**src/hdl/oscsc_pkg.sv**
```systemverilog
package oscsc_pkg;
  localparam logic [4:0] ADDR_STATUS     = 5'h03;
  localparam logic [4:0] ADDR_FAST_CTRL  = 5'h10;
  localparam logic [4:0] ADDR_TRIM_A     = 5'h11;
  localparam logic [4:0] ADDR_TRIM_B     = 5'h12;
  localparam logic [4:0] ADDR_SLOW_CTRL  = 5'h18;
  localparam logic [4:0] ADDR_XTAL_CTRL  = 5'h1C;
  localparam logic [4:0] ADDR_MAIN_SEL   = 5'h00;
  localparam logic [4:0] ADDR_UNLOCK     = 5'h04;
  localparam logic [7:0] UNLOCK_KEY      = 8'hD8;
  localparam int         UNLOCK_WINDOW   = 4;
  localparam int         KEEP_BIT        = 1;
  localparam int         XEN_BIT         = 0;
  localparam int         XSEL_BIT        = 2;
  localparam int         CRYSTAL_STARTUP_COUNT_LO         = 4;
  localparam int         FREEZE_BIT      = 7;
  localparam int         ST_EXT          = 7;
  localparam int         ST_XTAL         = 6;
  localparam int         ST_ULP          = 5;
  localparam int         ST_FAST         = 4;
  localparam int         ST_SWITCH       = 0;
  localparam int         GATE_CYCLES     = 4;
  // Warm crystal gate: two ticks, the output flop makes up the third cycle.
  localparam int         XTAL_GATE_CYCLES = 2;
  localparam int         EXT_START       = 2;
  localparam logic [17:0] CRYSTAL_STARTUP_COUNT_1K  = 18'h00400;
  localparam logic [17:0] CRYSTAL_STARTUP_COUNT_16K = 18'h04000;
  localparam logic [17:0] CRYSTAL_STARTUP_COUNT_32K = 18'h08000;
  localparam logic [17:0] CRYSTAL_STARTUP_COUNT_64K = 18'h10000;
  localparam logic [7:0] RESET_CTRL = 8'h00;
  typedef enum logic [1:0] {
    OSCSC_SRC_FAST = 2'b00,
    OSCSC_SRC_ULP  = 2'b01,
    OSCSC_SRC_XTAL = 2'b10,
    OSCSC_SRC_EXT  = 2'b11
  } oscsc_src_e;
endpackage : oscsc_pkg

```
**src/hdl/oscsc_osc_gate.sv**
```systemverilog
`timescale 1ns/1ps
// Start-up and gate model of one source, ticked by its oscillator edges.
module oscsc_osc_gate #(
  parameter int GATE_N = oscsc_pkg::GATE_CYCLES
) (
  input  wire logic        clk_i,
  input  wire logic        rst_i,
  input  wire logic        tick_i,
  input  wire logic        run_i,
  input  wire logic        req_i,
  input  wire logic [17:0] startup_i,
  output logic             stable_o,
  output logic             gate_o
);
  logic [17:0] warm_q;
  logic        warm_done_q;
  logic [2:0]  gate_cnt_q;

  // Analog start-up count while the oscillator is running.
  always_ff @(posedge clk_i) begin
    if (rst_i || !run_i) begin
      warm_q      <= 18'h00000;
      warm_done_q <= 1'b0;
    end else if (tick_i && !warm_done_q) begin
      if (warm_q >= startup_i) begin
        warm_done_q <= 1'b1;
      end else begin
        warm_q <= warm_q + 18'h00001;
      end
    end
  end

  // Gate opens a fixed number of oscillator edges after request and warm-up.
  always_ff @(posedge clk_i) begin
    if (rst_i || !req_i || !run_i) begin
      gate_cnt_q <= 3'h0;
    end else if (tick_i && warm_done_q && gate_cnt_q != 3'(GATE_N)) begin
      gate_cnt_q <= gate_cnt_q + 3'h1;
    end
  end

  assign stable_o = warm_done_q && req_i;
  assign gate_o   = (gate_cnt_q == 3'(GATE_N));
endmodule : oscsc_osc_gate

```
**src/hdl/oscsc_top.sv**
```systemverilog
// The Wishbone slave port is this design's own decision.
`timescale 1ns/1ps
// Oscillator status and control register block on classic Wishbone.
module oscsc_top (
  input  wire logic       clk_i,
  input  wire logic       rst_i,
  input  wire logic       wb_cyc_i,
  input  wire logic       wb_stb_i,
  input  wire logic       wb_we_i,
  input  wire logic [6:0] wb_adr_i,
  input  wire logic [3:0] wb_sel_i,
  input  wire logic [31:0] wb_dat_i,
  output logic [31:0]     wb_dat_o,
  output logic            wb_ack_o,
  input  wire logic       cpu_instr_i,
  input  wire logic [5:0] fuse_freq_trim_i,
  input  wire logic [3:0] fuse_slope_trim_i,
  input  wire logic       fuse_trim_freeze_i,
  input  wire logic       fast_osc_edge_i,
  input  wire logic       ulp_osc_edge_i,
  input  wire logic       crystal_edge_i,
  input  wire logic       ext_clock_edge_i,
  input  wire logic [3:0] periph_req_i,
  output logic [3:0]      periph_gate_o,
  output logic [1:0]      main_source_o,
  output logic            fast_osc_run_o,
  output logic            ulp_osc_run_o,
  output logic            crystal_run_o,
  output logic            crystal_pin_override_o,
  output logic [5:0]      fast_osc_freq_trim_o,
  output logic [3:0]      temp_slope_trim_o
);
  // Oscillator edges come from other domains: two flops, then edge detect.
  logic [3:0] edge_s1_q;
  logic [3:0] edge_s2_q;
  logic [3:0] edge_s3_q;
  logic [3:0] tick;
  logic [3:0] req_s1_q;
  logic [3:0] req_q;
  always_ff @(posedge clk_i) begin
    if (rst_i) begin
      edge_s1_q <= 4'h0;
      edge_s2_q <= 4'h0;
      edge_s3_q <= 4'h0;
      req_s1_q  <= 4'h0;
      req_q     <= 4'h0;
    end else begin
      edge_s1_q <= {ext_clock_edge_i, crystal_edge_i, ulp_osc_edge_i, fast_osc_edge_i};
      edge_s2_q <= edge_s1_q;
      edge_s3_q <= edge_s2_q;
      req_s1_q  <= periph_req_i;
      req_q     <= req_s1_q;
    end
  end
  assign tick = edge_s2_q & ~edge_s3_q;

  // Registers.
  logic       fast_keep_q;
  logic       ulp_keep_q;
  logic [5:0] freq_trim_q;
  logic [3:0] slope_trim_q;
  logic       freeze_q;
  logic       x_en_q;
  logic       x_keep_q;
  logic       x_sel_q;
  logic [1:0] x_crystal_startup_count_q;
  logic [1:0] main_sel_q;
  logic [1:0] cur_src_q;
  logic [2:0] unlock_cnt_q;
  logic [7:0] status;

  // Bus decode: word address is the printed offset.
  logic [4:0] reg_idx;
  logic       hit;
  logic       wr;
  logic       prot_ok;
  assign reg_idx = wb_adr_i[6:2];
  assign hit     = wb_cyc_i && wb_stb_i && !wb_ack_o;
  assign wr      = hit && wb_we_i && wb_sel_i[0];
  assign prot_ok = (unlock_cnt_q != 3'h0);

  // Unlock window counts down one per instruction after the key write.
  always_ff @(posedge clk_i) begin
    if (rst_i) begin
      unlock_cnt_q <= 3'h0;
    end else if (wr && reg_idx == oscsc_pkg::ADDR_UNLOCK
                 && wb_dat_i[7:0] == oscsc_pkg::UNLOCK_KEY) begin
      unlock_cnt_q <= 3'(oscsc_pkg::UNLOCK_WINDOW);
    end else if (wr && prot_ok && reg_idx != oscsc_pkg::ADDR_STATUS) begin
      unlock_cnt_q <= 3'h0;
    end else if (cpu_instr_i && prot_ok) begin
      unlock_cnt_q <= unlock_cnt_q - 3'h1;
    end
  end

  // RC oscillator keep-running bits, protected.
  always_ff @(posedge clk_i) begin
    if (rst_i) begin
      fast_keep_q <= 1'b0;
      ulp_keep_q  <= 1'b0;
    end else if (wr && prot_ok) begin
      if (reg_idx == oscsc_pkg::ADDR_FAST_CTRL) begin
        fast_keep_q <= wb_dat_i[oscsc_pkg::KEEP_BIT];
      end
      if (reg_idx == oscsc_pkg::ADDR_SLOW_CTRL) begin
        ulp_keep_q <= wb_dat_i[oscsc_pkg::KEEP_BIT];
      end
    end
  end

  // Trim registers load fuse values in reset; freeze blocks writes.
  always_ff @(posedge clk_i) begin
    if (rst_i) begin
      freq_trim_q  <= fuse_freq_trim_i;
      slope_trim_q <= fuse_slope_trim_i;
      freeze_q     <= fuse_trim_freeze_i;
    end else if (wr && prot_ok && !freeze_q) begin
      if (reg_idx == oscsc_pkg::ADDR_TRIM_A) begin
        freq_trim_q <= wb_dat_i[5:0];
      end
      if (reg_idx == oscsc_pkg::ADDR_TRIM_B) begin
        slope_trim_q <= wb_dat_i[3:0];
      end
    end
  end

  // Crystal control: enable and keep-running protected, type/count frozen while enabled or stable.
  logic x_stable;
  always_ff @(posedge clk_i) begin
    if (rst_i) begin
      x_en_q   <= 1'b0;
      x_keep_q <= 1'b0;
      x_sel_q  <= 1'b0;
      x_crystal_startup_count_q <= 2'h0;
    end else if (wr && prot_ok && reg_idx == oscsc_pkg::ADDR_XTAL_CTRL) begin
      x_en_q   <= wb_dat_i[oscsc_pkg::XEN_BIT];
      x_keep_q <= wb_dat_i[oscsc_pkg::KEEP_BIT];
      if (!x_en_q && !x_stable) begin
        x_sel_q  <= wb_dat_i[oscsc_pkg::XSEL_BIT];
        x_crystal_startup_count_q <= wb_dat_i[oscsc_pkg::CRYSTAL_STARTUP_COUNT_LO +: 2];
      end
    end
  end

  // Main source choice and switch tracking.
  logic [3:0] main_req;
  logic [3:0] src_stable;
  always_ff @(posedge clk_i) begin
    if (rst_i) begin
      main_sel_q <= 2'h0;
      cur_src_q  <= 2'h0;
    end else begin
      if (wr && prot_ok && reg_idx == oscsc_pkg::ADDR_MAIN_SEL) begin
        main_sel_q <= wb_dat_i[1:0];
      end
      if (main_sel_q != cur_src_q && src_stable[main_sel_q]) begin
        cur_src_q <= main_sel_q;
      end
    end
  end

  // Requests: peripherals or use as main clock.
  logic [3:0] want;
  always_comb begin
    main_req = 4'h0;
    main_req[main_sel_q] = 1'b1;
    main_req[cur_src_q]  = 1'b1;
  end
  assign want = req_q | main_req;

  // Crystal start-up length from the count field, or EXT_START when x_sel_q is set.
  logic [17:0] x_startup;
  always_comb begin
    case (x_crystal_startup_count_q)
      2'h0:    x_startup = oscsc_pkg::CRYSTAL_STARTUP_COUNT_1K;
      2'h1:    x_startup = oscsc_pkg::CRYSTAL_STARTUP_COUNT_16K;
      2'h2:    x_startup = oscsc_pkg::CRYSTAL_STARTUP_COUNT_32K;
      2'h3:    x_startup = oscsc_pkg::CRYSTAL_STARTUP_COUNT_64K;
      default: x_startup = oscsc_pkg::CRYSTAL_STARTUP_COUNT_1K;
    endcase
    if (x_sel_q) begin
      x_startup = 18'(oscsc_pkg::EXT_START);
    end
  end

  // Run conditions per source.
  logic [3:0] run;
  assign run[0] = fast_keep_q | want[0];
  assign run[1] = ulp_keep_q | want[1];
  assign run[2] = x_en_q & (x_keep_q | want[2]);
  assign run[3] = want[3];

  // Per-source start-up and gate; keep-running skips analog start-up for the two RC oscillators only.
  logic [17:0] startup [4];
  assign startup[0] = fast_keep_q ? 18'h00000 : 18'(oscsc_pkg::GATE_CYCLES);
  assign startup[1] = ulp_keep_q ? 18'h00000 : 18'(oscsc_pkg::GATE_CYCLES);
  assign startup[2] = x_startup;
  assign startup[3] = 18'(oscsc_pkg::EXT_START);
  logic [3:0] gate;
  genvar g;
  generate
    for (g = 0; g < 4; g++) begin : g_src
      // The crystal gate is shorter so a warm crystal answers quickly.
      oscsc_osc_gate #(
        .GATE_N ((g == 2) ? oscsc_pkg::XTAL_GATE_CYCLES : oscsc_pkg::GATE_CYCLES)
      ) u_gate (
        .clk_i     (clk_i),
        .rst_i     (rst_i),
        .tick_i    (tick[g]),
        .run_i     (run[g]),
        .req_i     (want[g]),
        .startup_i (startup[g]),
        .stable_o  (src_stable[g]),
        .gate_o    (gate[g])
      );
    end
  endgenerate
  assign x_stable = src_stable[2];

  // Status byte built from synchronised flags.
  assign status = {src_stable[3], src_stable[2], src_stable[1], src_stable[0],
                   3'h0, (main_sel_q != cur_src_q)};

  // Registered outputs.
  always_ff @(posedge clk_i) begin
    if (rst_i) begin
      periph_gate_o          <= 4'h0;
      fast_osc_run_o         <= 1'b0;
      ulp_osc_run_o          <= 1'b0;
      crystal_run_o          <= 1'b0;
      crystal_pin_override_o <= 1'b0;
    end else begin
      periph_gate_o          <= gate & req_q;
      fast_osc_run_o         <= run[0];
      ulp_osc_run_o          <= run[1];
      crystal_run_o          <= run[2];
      crystal_pin_override_o <= x_en_q;
    end
  end
  assign main_source_o        = cur_src_q;
  assign fast_osc_freq_trim_o = freq_trim_q;
  assign temp_slope_trim_o    = slope_trim_q;

  // Read mux; status writes are ignored and unmapped reads give zero.
  logic [7:0] rd;
  always_comb begin
    case (reg_idx)
      oscsc_pkg::ADDR_MAIN_SEL:  rd = {6'h00, main_sel_q};
      oscsc_pkg::ADDR_STATUS:    rd = status;
      oscsc_pkg::ADDR_FAST_CTRL: rd = {6'h00, fast_keep_q, 1'b0};
      oscsc_pkg::ADDR_TRIM_A:    rd = {2'h0, freq_trim_q};
      oscsc_pkg::ADDR_TRIM_B:    rd = {freeze_q, 3'h0, slope_trim_q};
      oscsc_pkg::ADDR_SLOW_CTRL: rd = {6'h00, ulp_keep_q, 1'b0};
      oscsc_pkg::ADDR_XTAL_CTRL: rd = {2'h0, x_crystal_startup_count_q, 1'b0, x_sel_q, x_keep_q, x_en_q};
      default:                   rd = 8'h00;
    endcase
  end

  // One-cycle acknowledge with registered read data.
  always_ff @(posedge clk_i) begin
    if (rst_i) begin
      wb_ack_o <= 1'b0;
      wb_dat_o <= 32'h00000000;
    end else begin
      wb_ack_o <= hit;
      wb_dat_o <= hit ? {24'h000000, rd} : 32'h00000000;
    end
  end
endmodule : oscsc_top

```
**config.mk**
```make
export PLATFORM = sky130hd
export DESIGN_NAME = oscsc_top
export DESIGN_NICKNAME = d
export VERILOG_FILES = /design/src/hdl/oscsc_pkg.sv /design/src/hdl/oscsc_osc_gate.sv /design/src/hdl/oscsc_top.sv
export SDC_FILE = /design/constraint.sdc
export NUM_CORES = 1
export LEC_CHECK = 0
export ABC_AREA = 1
export BUFFER_PORTS_ARGS = -buffer_cell sky130_fd_sc_hd__buf_2
export CAP_MARGIN = 20
export CORE_MARGIN = 3
export CORE_UTILIZATION = 50
export CTS_CLUSTER_DIAMETER = 50
export DETAILED_ROUTE_END_ITERATION = 6
export HOLD_SLACK_MARGIN = 0.15
export PLACE_DENSITY = 0.75
export SKIP_LAST_GASP = 1
export SYNTH_ARGS = -nofsm -noshare
export SYNTH_HDL_FRONTEND = slang
export SYNTH_SLANG_ARGS = --single-unit
```
**constraint.sdc**
```tcl
create_clock -name clk_i -period 2 [get_ports clk_i]
set_input_delay 0.4 -clock clk_i [delete_from_list [all_inputs] [get_ports clk_i]]
set_output_delay 0.4 -clock clk_i [all_outputs]
set_load 0.02 [all_outputs]
```
==> key figures, run 1 <==
Synthesis
  – Most frequent cell after synthesis: nand2_1
  – Post-Syn Area: 6800 um2
  – Post-synthesis cell type count: 45
  – Register area share after synthesis: 0.458
  – Number of synthesis warnings: 0
  – Synthesized instance count: 915
  – Synth Flop Type: dfxtp_1
  – Top post-synthesis cells by area: dfxtp_1 41%, nand2_1 9.4%, inv_1 8.2%, nor2_1 8.2%, edfxtp_1 4.9%
  – Share of the synthesized area in the top cell type: 0.409
  – Post-synth ARST share: 0
  – Syn avg cell area: 7.44 um2
  – Register bit count reported by yosys: 150
  – Number of synthesized flops with an enable pin: 11
  – Post-synth top cells: 171 x nand2_1, 149 x inv_1, 149 x nor2_1
  – Leading area contributor after synthesis: dfxtp_1

Placement
  – Placed Instance Area: 7250 um2
  – Pre-CTS WS: 108 ps
  – Buffers added on ports: 67
  – RD Place Congestion: 0.886
  – Total placed cells including tap cells: 1150
  – Dpl hpwl: 10.6 mm

Global route
  – Vias in the first global route: 5188
  – Total grt overflow: 0
  – First-pass GRT wire length: 23.3 mm
  – Largest net degree at the start of global routing: 24
  – Global-route usage over all layers: 0.195
  – Initial antenna violation count: 0

Critical path
  – Crit Path Class: flop to flop
  – CP bufs+invs: 4
  – Worst-path cell chain: inv_2 > nand3_1 > ha_4 > inv_1 > nor2_2 > nand3_2 > nor2_4 > buf_4 > a21oi_4 > buf_4 > nand3_1 > a21oi_1
  – Crit. End Element: flop
  – CP arrival: 2210 ps
  – Setup crit start kind: flop
  – Largest delay share family, worst path: simple AND/OR/NAND/NOR gates
  – Worst Path Max Fanout: 7
  – Required @ worst endpoint: 2290 ps
  – Max incr delay on CP: 350 ps
  – Slowest cell on crit path: dfxtp_1

Routing
  – Initial DRC Count: 340
  – Via count: 5744
  – Residual DRC count: 0
  – First-pass detailed-route iteration total: 5
  – Remaining antenna violation count after routing: 0
  – DR vias/cell: 4.85
  – Routed WL per cell: 12.1 um
  – Post-Route WL: 14.4 mm

Clocking
  – CTS Sinks: 150
  – Number of buffers created by CTS: 17
  – CTS tree: yes
  – Clk buf depth: 2
  – Hold Buf Count CTS: 0
  – Root buf cell: clkbuf_16
  – Clock Latency Late Sink: 420 ps
  – CTS clk-pin slew, worst paths: 60 ps
  – Htree depth: 4

STA
  – Worst-case clock skew: 6.73 ps
  – F_max: 520 MHz
  – Setup_tns: 0 ps
  – Number of max-slew violations in the final report: 0
  – Hold Fails Final Rpt: 0
  – Worst hold slack: 159 ps
  – Max transition margin: 0.652
  – Fin crit share: 0.962
  – Worst-Margin Slew: 519 ps
  – Final WS setup: 76.3 ps
  – Final Critical Period: 1920 ps
  – Final setup viols: 0

Floorplanning
  – Core region area: 13000 um2
  – Die W: 123 um
  – Initial Utilization: 0.524
  – # rows: 41
  – Die ar.: 15000 um2
  – Die Span Y: 123 um
  – I/O pin total: 121

Power
  – Pwr/cell area: 844 nW/um2
  – Overall power: 6.67 mW
  – Worst vdd ir: 0.000725 V
  – Leak: 3.39 nW

Final layout
  – Post-layout util: 0.609
  – Finished Cell Area: 7910 um2
  – Fill count: 1167
  – Layout net count: 1092
  – Fin cells: 1185
  – Layout area overhead: 16.2%
  – Number of diodes: 0
  – Fraction of layout cells with a size suffix above 1: 0.145
  – Area of the multi-input gates: 2910 um2
  – Register area: 3110 um2

Run status
  – Status: complete, no violations

Flow run
  – Max Cap Viol: 0

Min path
  – Worst Hold Class: primary input to flop
-- what timing repair did --
action                                  in CTS  in global routing
endpoints found under the setup margin       0                 18
buffers inserted                             0                  3
gates resized for setup                      0                  2
-- power breakdown --
| group | total, mW | internal, mW | leakage, nW | switching [mW] |
|---|---|---|---|---|
| Combinational | 0.393 | 0.126 | 1.87 | 0.267 |
| Clock | 3.17 | 1.88 | 0.292 | 1.30 |
| Sequential | 3.11 | 3.08 | 1.23 | 0.0249 |
| Total | 6.67 | 5.09 | 3.39 | 1.59 |
-- final timing paths --
path                 startpoint                         end  slack [ps]  cells past startpoint
min          fuse_trim_freeze_i                    freeze_q         160                      1
min reg2reg         req_s1_q[3]                    req_q[3]         400                      2
max                     x_sel_q  g_src[2].u_gate.warm_q[16]          80                     12
max reg2reg             x_sel_q  g_src[2].u_gate.warm_q[16]          80                     12
-- logic make-up after synthesis --
kind of cell / Yosys count / share of synthesized area
AOI/OAI and AO/OA: 102 / 0.0840
xor gates and xnor gates: 4 / 0.00515
adders and majority gates: 24 / 0.0441
buffers and inverters: 196 / 0.129
DFF: 150 / 0.458
other: 1 / 0.000551
and+or+nand+nor: 438 / 0.279
-- sequential cells by signal, indices dropped and copies added (netlist names), 2 cells and up --
signal / count
edge_s1_q: 4
edge_s2_q: 4
edge_s3_q: 4
fast_osc_freq_trim_o: 6
g_src.u_gate.gate_cnt_q: 12
g_src.u_gate.warm_done_q: 4
g_src.u_gate.warm_q: 72
main_sel_q: 2
main_source_o: 2
periph_gate_o: 4
req_q: 4
req_s1_q: 4
temp_slope_trim_o: 4
unlock_cnt_q: 3
wb_dat_o: 8
x_crystal_startup_count_q: 2
-- worst reg2reg max path: stages, from the launching register on --
cell	delay (ps)
dfxtp_1	350
inv_2	100
nand3_1	120
ha_4	310
inv_1	50
nor2_2	120
nand3_2	110
nor2_4	150
buf_4	140
a21oi_4	50
buf_4	160
nand3_1	80
a21oi_1	70
-- routing by layer --
layer	wire, um	vias up	global-route usage
li1	-	3008	-
met1	6360	2594	0.243
met2	6960	111	0.325
met3	738	31	0.0521
met4	301	0	0.0742
met5	0	-	0
-- cell usage in the layout, fill, tap and decap left out, types with 5 or more instances in the layout --
cell type	n
buf_4	17
a21oi_1	48
o21ai_0	34
edfxtp_1	11
inv_6	5
dfxtp_1	139
nand2_1	171
nand3_1	44
clkbuf_16	17
conb_1	24
nand4_1	22
buf_2	67
inv_2	5
nor2_2	8
ha_1	23
inv_1	148
nor3_1	25
nor2_1	149
-- final cells by class --
class | count | share of cell area
Inverter | 153 | 0.0726
Clock buffer | 18 | 0.0543
Tap cell | 172 | 0.0272
Timing Repair Buffer | 86 | 0.0636
Sequential cell | 150 | 0.394
Multi-Input combinational cell | 592 | 0.368
Clock inverter | 14 | 0.0207
Power figures use the tool's default switching activity.
==> inputs of run 2 (changes only) <==
--- a/config.mk
+++ b/config.mk
@@ -5,15 +5,14 @@
 export SDC_FILE = /design/constraint.sdc
 export NUM_CORES = 1
 export LEC_CHECK = 0
-export ABC_AREA = 1
 export BUFFER_PORTS_ARGS = -buffer_cell sky130_fd_sc_hd__buf_2
 export CAP_MARGIN = 20
 export CORE_MARGIN = 3
-export CORE_UTILIZATION = 50
+export CORE_UTILIZATION = 55
 export CTS_CLUSTER_DIAMETER = 50
 export DETAILED_ROUTE_END_ITERATION = 6
 export HOLD_SLACK_MARGIN = 0.15
-export PLACE_DENSITY = 0.75
+export PLACE_DENSITY = 0.79
 export SKIP_LAST_GASP = 1
 export SYNTH_ARGS = -nofsm -noshare
 export SYNTH_HDL_FRONTEND = slang
==> constraint.sdc (replaced) <==
create_clock -name clk_i -period 2.5 [get_ports clk_i]
set_input_delay 0.5 -clock clk_i [delete_from_list [all_inputs] [get_ports clk_i]]
set_output_delay 0.5 -clock clk_i [all_outputs]
set_load 0.02 [all_outputs]
==> run 2 against run 1 <==
Effect of this change:
- critical path depth down 4
- via count down 18%
- sequential power down 19%
- critical path type unchanged
- largest cell class unchanged
- largest power group unchanged
- highest routed layer unchanged
==> key figures, run 2 <==
Synthesis
  – Number of synthesized flops with an enable pin: 11 (unchanged)
  – Synth Flop Type: dfxtp_1 (unchanged)
  – Post-Syn Area: 6470 um2 (was 6800 um2)
  – Post-synth ARST share: 0 (unchanged)
  – Syn avg cell area: 10.0 um2 (was 7.44 um2)
  – Share of the synthesized area in the top cell type: 0.430 (was 0.409)
  – Synthesized instance count: 645 (was 915)
  – Register area share after synthesis: 0.481 (was 0.458)
  – Number of synthesis warnings: 0 (unchanged)
  – Post-synthesis cell type count: 68 (was 45)
  – Post-synth top cells: 139 x dfxtp_1, 60 x nor2_1, 50 x nand2_1 (was 171 x nand2_1, 149 x inv_1, 149 x nor2_1)
  – Most frequent cell after synthesis: dfxtp_1 (was nand2_1)
  – Register bit count reported by yosys: 150 (unchanged)
  – Leading area contributor after synthesis: dfxtp_1 (unchanged)
  – Top post-synthesis cells by area: dfxtp_1 43%, edfxtp_1 5.1%, ha_1 4.6%, and2_1 4.4%, nor2_1 3.5% (was dfxtp_1 41%, nand2_1 9.4%, inv_1 8.2%, nor2_1 8.2%, edfxtp_1 4.9%)

Floorplanning
  – Die ar.: 13100 um2 (was 15000 um2)
  – I/O pin total: 121 (unchanged)
  – Initial Utilization: 0.579 (was 0.524)
  – Die Span Y: 114 um (was 123 um)
  – # rows: 38 (was 41)
  – Core region area: 11200 um2 (was 13000 um2)
  – Die W: 114 um (was 123 um)

Global route
  – Largest net degree at the start of global routing: 30 (was 24)
  – Global-route usage over all layers: 0.214 (was 0.195)
  – Total grt overflow: 0 (unchanged)
  – Vias in the first global route: 4724 (was 5188)
  – Initial antenna violation count: 0 (unchanged)
  – First-pass GRT wire length: 22.4 mm (was 23.3 mm)

Power
  – Switching share of power: 0.219 (was 0.238)
  – Net Switching: 1.28 mW (was 1.59 mW)
  – Worst vdd ir: 0.000672 V (was 0.000725 V)
  – Combinational Power Share: 0.065 (was 0.059)
  – Pwr/cell area: 769 nW/um2 (was 844 nW/um2)
  – Reg power frac: 0.427 (was 0.466)
  – Internal power: 4.58 mW (was 5.09 mW)
  – Leak: 3.16 nW (was 3.39 nW)
  – Clk pwr share: 0.508 (was 0.475)

Final layout
  – Largest regs: g_src.u_gate.warm_q: 72 flops, g_src.u_gate.gate_cnt_q: 12 flops, wb_dat_o: 8 flops (unchanged)
  – Finished Cell Area: 7630 um2 (was 7910 um2)
  – Layout net count: 817 (was 1092)
  – Top reg by flops: g_src.u_gate.warm_q (unchanged)
  – Layout area overhead: 17.9% (was 16.2%)
  – Fill count: 821 (was 1167)
  – Fraction of layout cells with a size suffix above 1: 0.196 (was 0.145)
  – Commonest non-fill, non-tap cell in the layout: dfxtp_1 (was nand2_1)
  – Number of flip-flops in the largest register: 72 (unchanged)
  – Most frequent cells in the layout: 139 x dfxtp_1, 67 x buf_2, 60 x nor2_1 (was 171 x nand2_1, 149 x nor2_1, 148 x inv_1)
  – Number of diodes: 0 (unchanged)

Routing
  – Initial DRC Count: 382 (was 340)
  – First-pass detailed-route iteration total: 7 (was 5)
  – Metal-1 WL: 5.75 mm (was 6.36 mm)
  – Via count: 4729 (was 5744)
  – Post-Route WL: 13.3 mm (was 14.4 mm)
  – Residual DRC count: 0 (unchanged)
  – DR vias/cell: 5.39 (was 4.85)
  – Highest metal used: met4 (unchanged)
  – Met3 routed WL: 621 um (was 738 um)
  – DR WL met2: 6.61 mm (was 6.96 mm)
  – Remaining antenna violation count after routing: 0 (unchanged)
  – Routed WL per cell: 15.1 um (was 12.1 um)

STA
  – Final Critical Period: 2320 ps (was 1920 ps)
  – Worst-Margin Slew: 693 ps (was 519 ps)
  – Number of max-slew violations in the final report: 0 (unchanged)
  – Setup_tns: 0 ps (unchanged)
  – Fin crit share: 0.929 (was 0.962)
  – F_max: 430 MHz (was 520 MHz)
  – Final setup viols: 0 (unchanged)
  – Final WS setup: 176 ps (was 76.3 ps)
  – RSZ-0062 raised after global routing: false
  – Hold Fails Final Rpt: 0 (unchanged)
  – Max transition margin: 0.536 (was 0.652)
  – Worst-case clock skew: 8.71 ps (was 6.73 ps)

Clocking
  – CTS clk-pin slew, worst paths: 70 ps (was 60 ps)
  – Htree depth: 4 (unchanged)
  – Root buf cell: clkbuf_16 (unchanged)
  – Number of buffers created by CTS: 17 (unchanged)
  – Clk buf depth: 2 (unchanged)
  – Hold Buf Count CTS: 0 (unchanged)
  – CTS Sinks: 150 (unchanged)
  – CTS tree: yes (unchanged)
  – Clock Latency Late Sink: 420 ps (about the same)

Critical path
  – CP startpoint: x_crystal_startup_count_q[1] (was x_sel_q)
  – Crit. End Element: flop (unchanged)
  – Crit Path Class: flop to flop (unchanged)
  – Required @ worst endpoint: 2850 ps (was 2290 ps)
  – Setup crit start kind: flop (unchanged)
  – RR Startpoint: x_crystal_startup_count_q[1] (was x_sel_q)
  – Worst-path cell chain: or3b_2 > ha_1 > nand4b_4 > o211ai_4 > a211oi_2 > buf_4 > a21bo_2 > a21oi_1 (was inv_2 > nand3_1 > ha_4 > inv_1 > nor2_2 > nand3_2 > nor2_4 > buf_4 > a21oi_4 > buf_4 > nand3_1 > a21oi_1)
  – Slowest cell on crit path: or3b_2 (was dfxtp_1)
  – Max incr delay on CP: 480 ps (was 350 ps)
  – Worst Path Max Fanout: 7 (unchanged)
  – CP arrival: 2680 ps (was 2210 ps)

Run status
  – Status: complete, no violations (unchanged)

Placement
  – RD Place Congestion: 0.861 (was 0.886)
  – Dpl hpwl: 9.46 mm (was 10.6 mm)
  – Placed Instance Area: 6910 um2 (was 7250 um2)
  – Buffers added on ports: 67 (unchanged)
  – Pre-CTS WS: 125 ps (was 108 ps)

Flow run
  – Max Cap Viol: 0 (unchanged)

Min path
  – HP Start: fuse_trim_freeze_i (unchanged)
  – Worst Hold Class: primary input to flop (unchanged)
[run 2: cell families after synthesis]
kind of cell	after synthesis	share of synthesized area
buf+inv	75	0.0605
simple gates	280	0.239
mux	23	0.0379
other cells	1	0.000580
flops	150	0.481
fa+ha+maj	24	0.0464
xor+xnor	24	0.0325
compound gates	68	0.102
[run 2: layer usage]
| metal | track usage | up-vias |
|---|---|---|
| li1 | - | 2320 |
| met1 | 0.262 | 2273 |
| met2 | 0.358 | 108 |
| met3 | 0.0640 | 28 |
| met4 | 0.0800 | 0 |
| met5 | 0 | - |
[run 2: stage by stage]
step | utilization | total power, mW | cells | hold WS (ps)
floorplan | - | 2.84 | 668 | 414
global placement | 0.619 | 2.91 | 846 | 423
detailed placement | 0.619 | 2.93 | 846 | 422
CTS | 0.682 | 5.89 | 878 | 254
global route | 0.683 | 6.05 | 878 | 254
finish | 0.683 | 5.86 | 878 | 263
[run 2: cell type report]
type / instances / area, um2 / area share
clock buffer: 21 / 503 / 0.0660
multi-input combinational: 443 / 3060 / 0.402
timing repair buffer: 82 / 452 / 0.0592
tap: 140 / 175 / 0.0230
sequential: 150 / 3110 / 0.408
inverter: 31 / 116 / 0.0153
clock inverter: 11 / 203 / 0.0266
[run 2: final timing paths]
kind	endpoint	slack, ps	cells past startpoint
setup reg to reg	g_src[2].u_gate.warm_q[8]	180	8
hold reg to reg	req_q[3]	440	1
hold / removal	freeze_q	260	1
setup / recovery	g_src[2].u_gate.warm_q[8]	180	8
[run 2: what timing repair did]
item                       4_1_cts  5_1_grt
setup endpoints to repair        0       14
resized for setup                0        2
buffers inserted                 0        0
[run 2: critical path, delay by kind of cell, from the launching register on]
family / cells / cell delay, ps
AOI/OAI and AO/OA: 4 / 710
adders and majority gates: 1 / 330
buffers and inverters: 1 / 190
DFF: 1 / 360
and+or+nand+nor: 2 / 670
[run 2: power groups by stage]
| stage | Sequential, mW | Combinational (mW) | Clock (mW) |
|---|---|---|---|
| floorplan | 2.57 | 0.270 | 0 |
| global placement | 2.56 | 0.355 | 0 |
| detailed placement | 2.56 | 0.374 | 0 |
| CTS | 2.51 | 0.377 | 3.01 |
| global route | 2.51 | 0.428 | 3.11 |
| finish | 2.51 | 0.380 | 2.98 |
==> inputs of run 3 (changes only) <==
--- a/config.mk
+++ b/config.mk
@@ -9,6 +9,7 @@
 export CAP_MARGIN = 20
 export CORE_MARGIN = 3
 export CORE_UTILIZATION = 55
+export CTS_BUF_LIST = sky130_fd_sc_hd__clkbuf_2
 export CTS_CLUSTER_DIAMETER = 50
 export DETAILED_ROUTE_END_ITERATION = 6
 export HOLD_SLACK_MARGIN = 0.15
==> run 3 against run 2 <==
Effect of this change:
- sequential share of layout area hardly changed
- non-clock buffer count is 35 higher
- first-iteration DRC count is 13% lower
- core utilization hardly changed
- critical endpoint is now g_src[2].u_gate.warm_q[14]
- critical path type unchanged
- die area stayed put
- register-to-register slack hardly changed
- worst hold slack worse by 8.0 ps
- clock-buffer cell count is 4 lower
- wire length is 0.32% higher
- highest routed layer unchanged
- sequential power hardly changed
- via count is 2.2% higher
- largest power group is now registers
- power is 18% lower
==> key figures, run 3 (synthesized netlist as in run 2, its figures left out) <==
Routing
  – Routed WL per cell: 14.6 um (was 15.1 um)
  – Post-Route WL: 13.3 mm (about the same)
  – Residual DRC count: 0 (unchanged)
  – Remaining antenna violation count after routing: 0 (unchanged)
  – Initial DRC Count: 334 (was 382)
  – DR vias/cell: 5.30 (was 5.39)
  – Via count: 4835 (was 4729)
  – First-pass detailed-route iteration total: 5 (was 7)

Power
  – Clk pwr share: 0.383 (was 0.508)
  – Leak: 3.16 nW (about the same)
  – Pwr/cell area: 627 nW/um2 (was 769 nW/um2)
  – Internal power: 3.64 mW (was 4.58 mW)
  – Net Switching: 1.15 mW (was 1.28 mW)
  – Combinational Power Share: 0.093 (was 0.065)
  – Worst vdd ir: 0.000620 V (was 0.000672 V)
  – Reg power frac: 0.525 (was 0.427)
  – Overall power: 4.78 mW (was 5.86 mW)
  – Switching share of power: 0.240 (was 0.219)

Clocking
  – Root buf cell: clkbuf_2 (was clkbuf_16)
  – CTS clk-pin slew, worst paths: 210 ps (was 70 ps)
  – Setup bufs post-CTS: 0 (unchanged)
  – Number of buffers created by CTS: 17 (unchanged)
  – Clock Latency Late Sink: 680 ps (was 420 ps)
  – CTS tree: yes (unchanged)
  – Clk buf depth: 2 (unchanged)
  – Htree depth: 4 (unchanged)
  – CTS Sinks: 150 (unchanged)

Critical path
  – RR Startpoint: x_crystal_startup_count_q[1] (unchanged)
  – Worst Path Max Fanout: 7 (unchanged)
  – CP arrival: 2940 ps (was 2680 ps)
  – Required @ worst endpoint: 3130 ps (was 2850 ps)
  – Crit. End Element: flop (unchanged)
  – Crit Path Class: flop to flop (unchanged)
  – CP startpoint: x_crystal_startup_count_q[1] (unchanged)
  – Setup crit start kind: flop (unchanged)

Flow run
  – Max Cap Viol: 0 (unchanged)

Final layout
  – Finished Cell Area: 7630 um2 (about the same)
  – Largest regs: g_src.u_gate.warm_q: 72 flops, g_src.u_gate.gate_cnt_q: 12 flops, wb_dat_o: 8 flops (unchanged)
  – Number of diodes: 0 (unchanged)
  – Layout area overhead: 17.9% (about the same)
  – Fin cells: 913 (was 878)
  – Most frequent cells in the layout: 138 x dfxtp_1, 67 x buf_2, 60 x nor2_1 (was 139 x dfxtp_1, 67 x buf_2, 60 x nor2_1)
  – Fill count: 825 (was 821)
  – Post-layout util: 0.683 (about the same)
  – Top reg by flops: g_src.u_gate.warm_q (unchanged)
  – Fraction of layout cells with a size suffix above 1: 0.186 (was 0.196)
  – Layout net count: 852 (was 817)
  – Number of flip-flops in the largest register: 72 (unchanged)
  – Commonest non-fill, non-tap cell in the layout: dfxtp_1 (unchanged)

Global route
  – Largest net degree at the start of global routing: 30 (unchanged)
  – Vias in the first global route: 4799 (was 4724)
  – First-pass GRT wire length: 22.4 mm (about the same)
  – Initial antenna violation count: 0 (unchanged)
  – Global-route usage over all layers: 0.214 (about the same)
  – Total grt overflow: 0 (unchanged)

Placement
  – Buffers added on ports: 67 (unchanged)
  – RD Place Congestion: 0.861 (unchanged)
  – Placed Instance Area: 6910 um2 (unchanged)
  – Total placed cells including tap cells: 846 (unchanged)
  – Dpl hpwl: 9.46 mm (unchanged)

Floorplanning
  – Die ar.: 13100 um2 (unchanged)
  – Die W: 114 um (unchanged)
  – I/O pin total: 121 (unchanged)
  – Die Span Y: 114 um (unchanged)
  – Core region area: 11200 um2 (unchanged)
  – # rows: 38 (unchanged)
  – Initial Utilization: 0.579 (unchanged)

STA
  – Final Critical Period: 2320 ps (about the same)
  – F_max: 432 MHz (was 430 MHz)
  – Fin crit share: 0.926 (was 0.929)
  – Worst-case clock skew: 30.1 ps (was 8.71 ps)
  – Hold Fails Final Rpt: 0 (unchanged)
  – Number of max-slew violations in the final report: 0 (unchanged)
  – Max transition margin: 0.525 (was 0.536)
  – Setup_tns: 0 ps (unchanged)
  – Worst-Margin Slew: 710 ps (was 693 ps)
  – RSZ-0062 raised after global routing: false (unchanged)
  – Final setup viols: 0 (unchanged)

Min path
  – HP Start: wb_sel_i[0] (was fuse_trim_freeze_i)
  – Worst Hold Class: primary input to flop (unchanged)

Run status
  – Status: complete, no violations (unchanged)
## run 3: area by class of cell
type	instances	area, um2	share of cell area
flip-flops and latches	150	3110	0.408
inverters	31	116	0.0153
clock inverters	15	270	0.0354
multi-input cells	443	3060	0.402
repair buffers	117	802	0.105
clock buffers	17	85.1	0.0112
well taps	140	175	0.0230
## run 3: metal layers
metal | global-route usage | vias to the layer above | share of wire
met5 | 0 | - | 0
met4 | 0.0752 | 0 | 0.020
met3 | 0.0687 | 28 | 0.059
met2 | 0.357 | 134 | 0.50
met1 | 0.259 | 2270 | 0.43
li1 | - | 2403 | -
## run 3: through the flow
| stage | hold slack (ps) | setup slack [ps] |
|---|---|---|
| finish | 255 | 185 |
| global route | 193 | 35.5 |
| CTS | 159 | 62.0 |
| detailed placement | 422 | 125 |
| global placement | 423 | 151 |
| floorplan | 414 | 177 |
## run 3: final timing paths
check	end	slack [ps]	cells past startpoint
setup / recovery	g_src[2].u_gate.warm_q[14]	180	8
hold / removal	unlock_cnt_q[2]	260	5
setup reg to reg	g_src[2].u_gate.warm_q[14]	180	8
hold reg to reg	req_q[2]	450	1
## run 3: worst max-delay path: stages (launching register included)
cell      delay, ps
dfxtp_2         400
or3b_2          470
ha_1            330
nand4b_4        190
o211ai_4        330
a211oi_2         60
buf_4           190
a21bo_2         210
a21oi_1         100
## run 3: power groups by stage
stage               clock [mW]  sequential, mW  combinational, mW
floorplan                    0            2.57              0.270
global placement             0            2.56              0.355
detailed placement           0            2.56              0.374
CTS                       1.85            2.51              0.430
global route              1.97            2.52              0.494
finish                    1.83            2.51              0.443
## run 3: repair_timing
item / CTS / global route
setup endpoints to repair: 0 / 15
hold buffers: 32 / 3
gates resized for setup: 0 / 3
hold endpoints to repair: 30 / 2
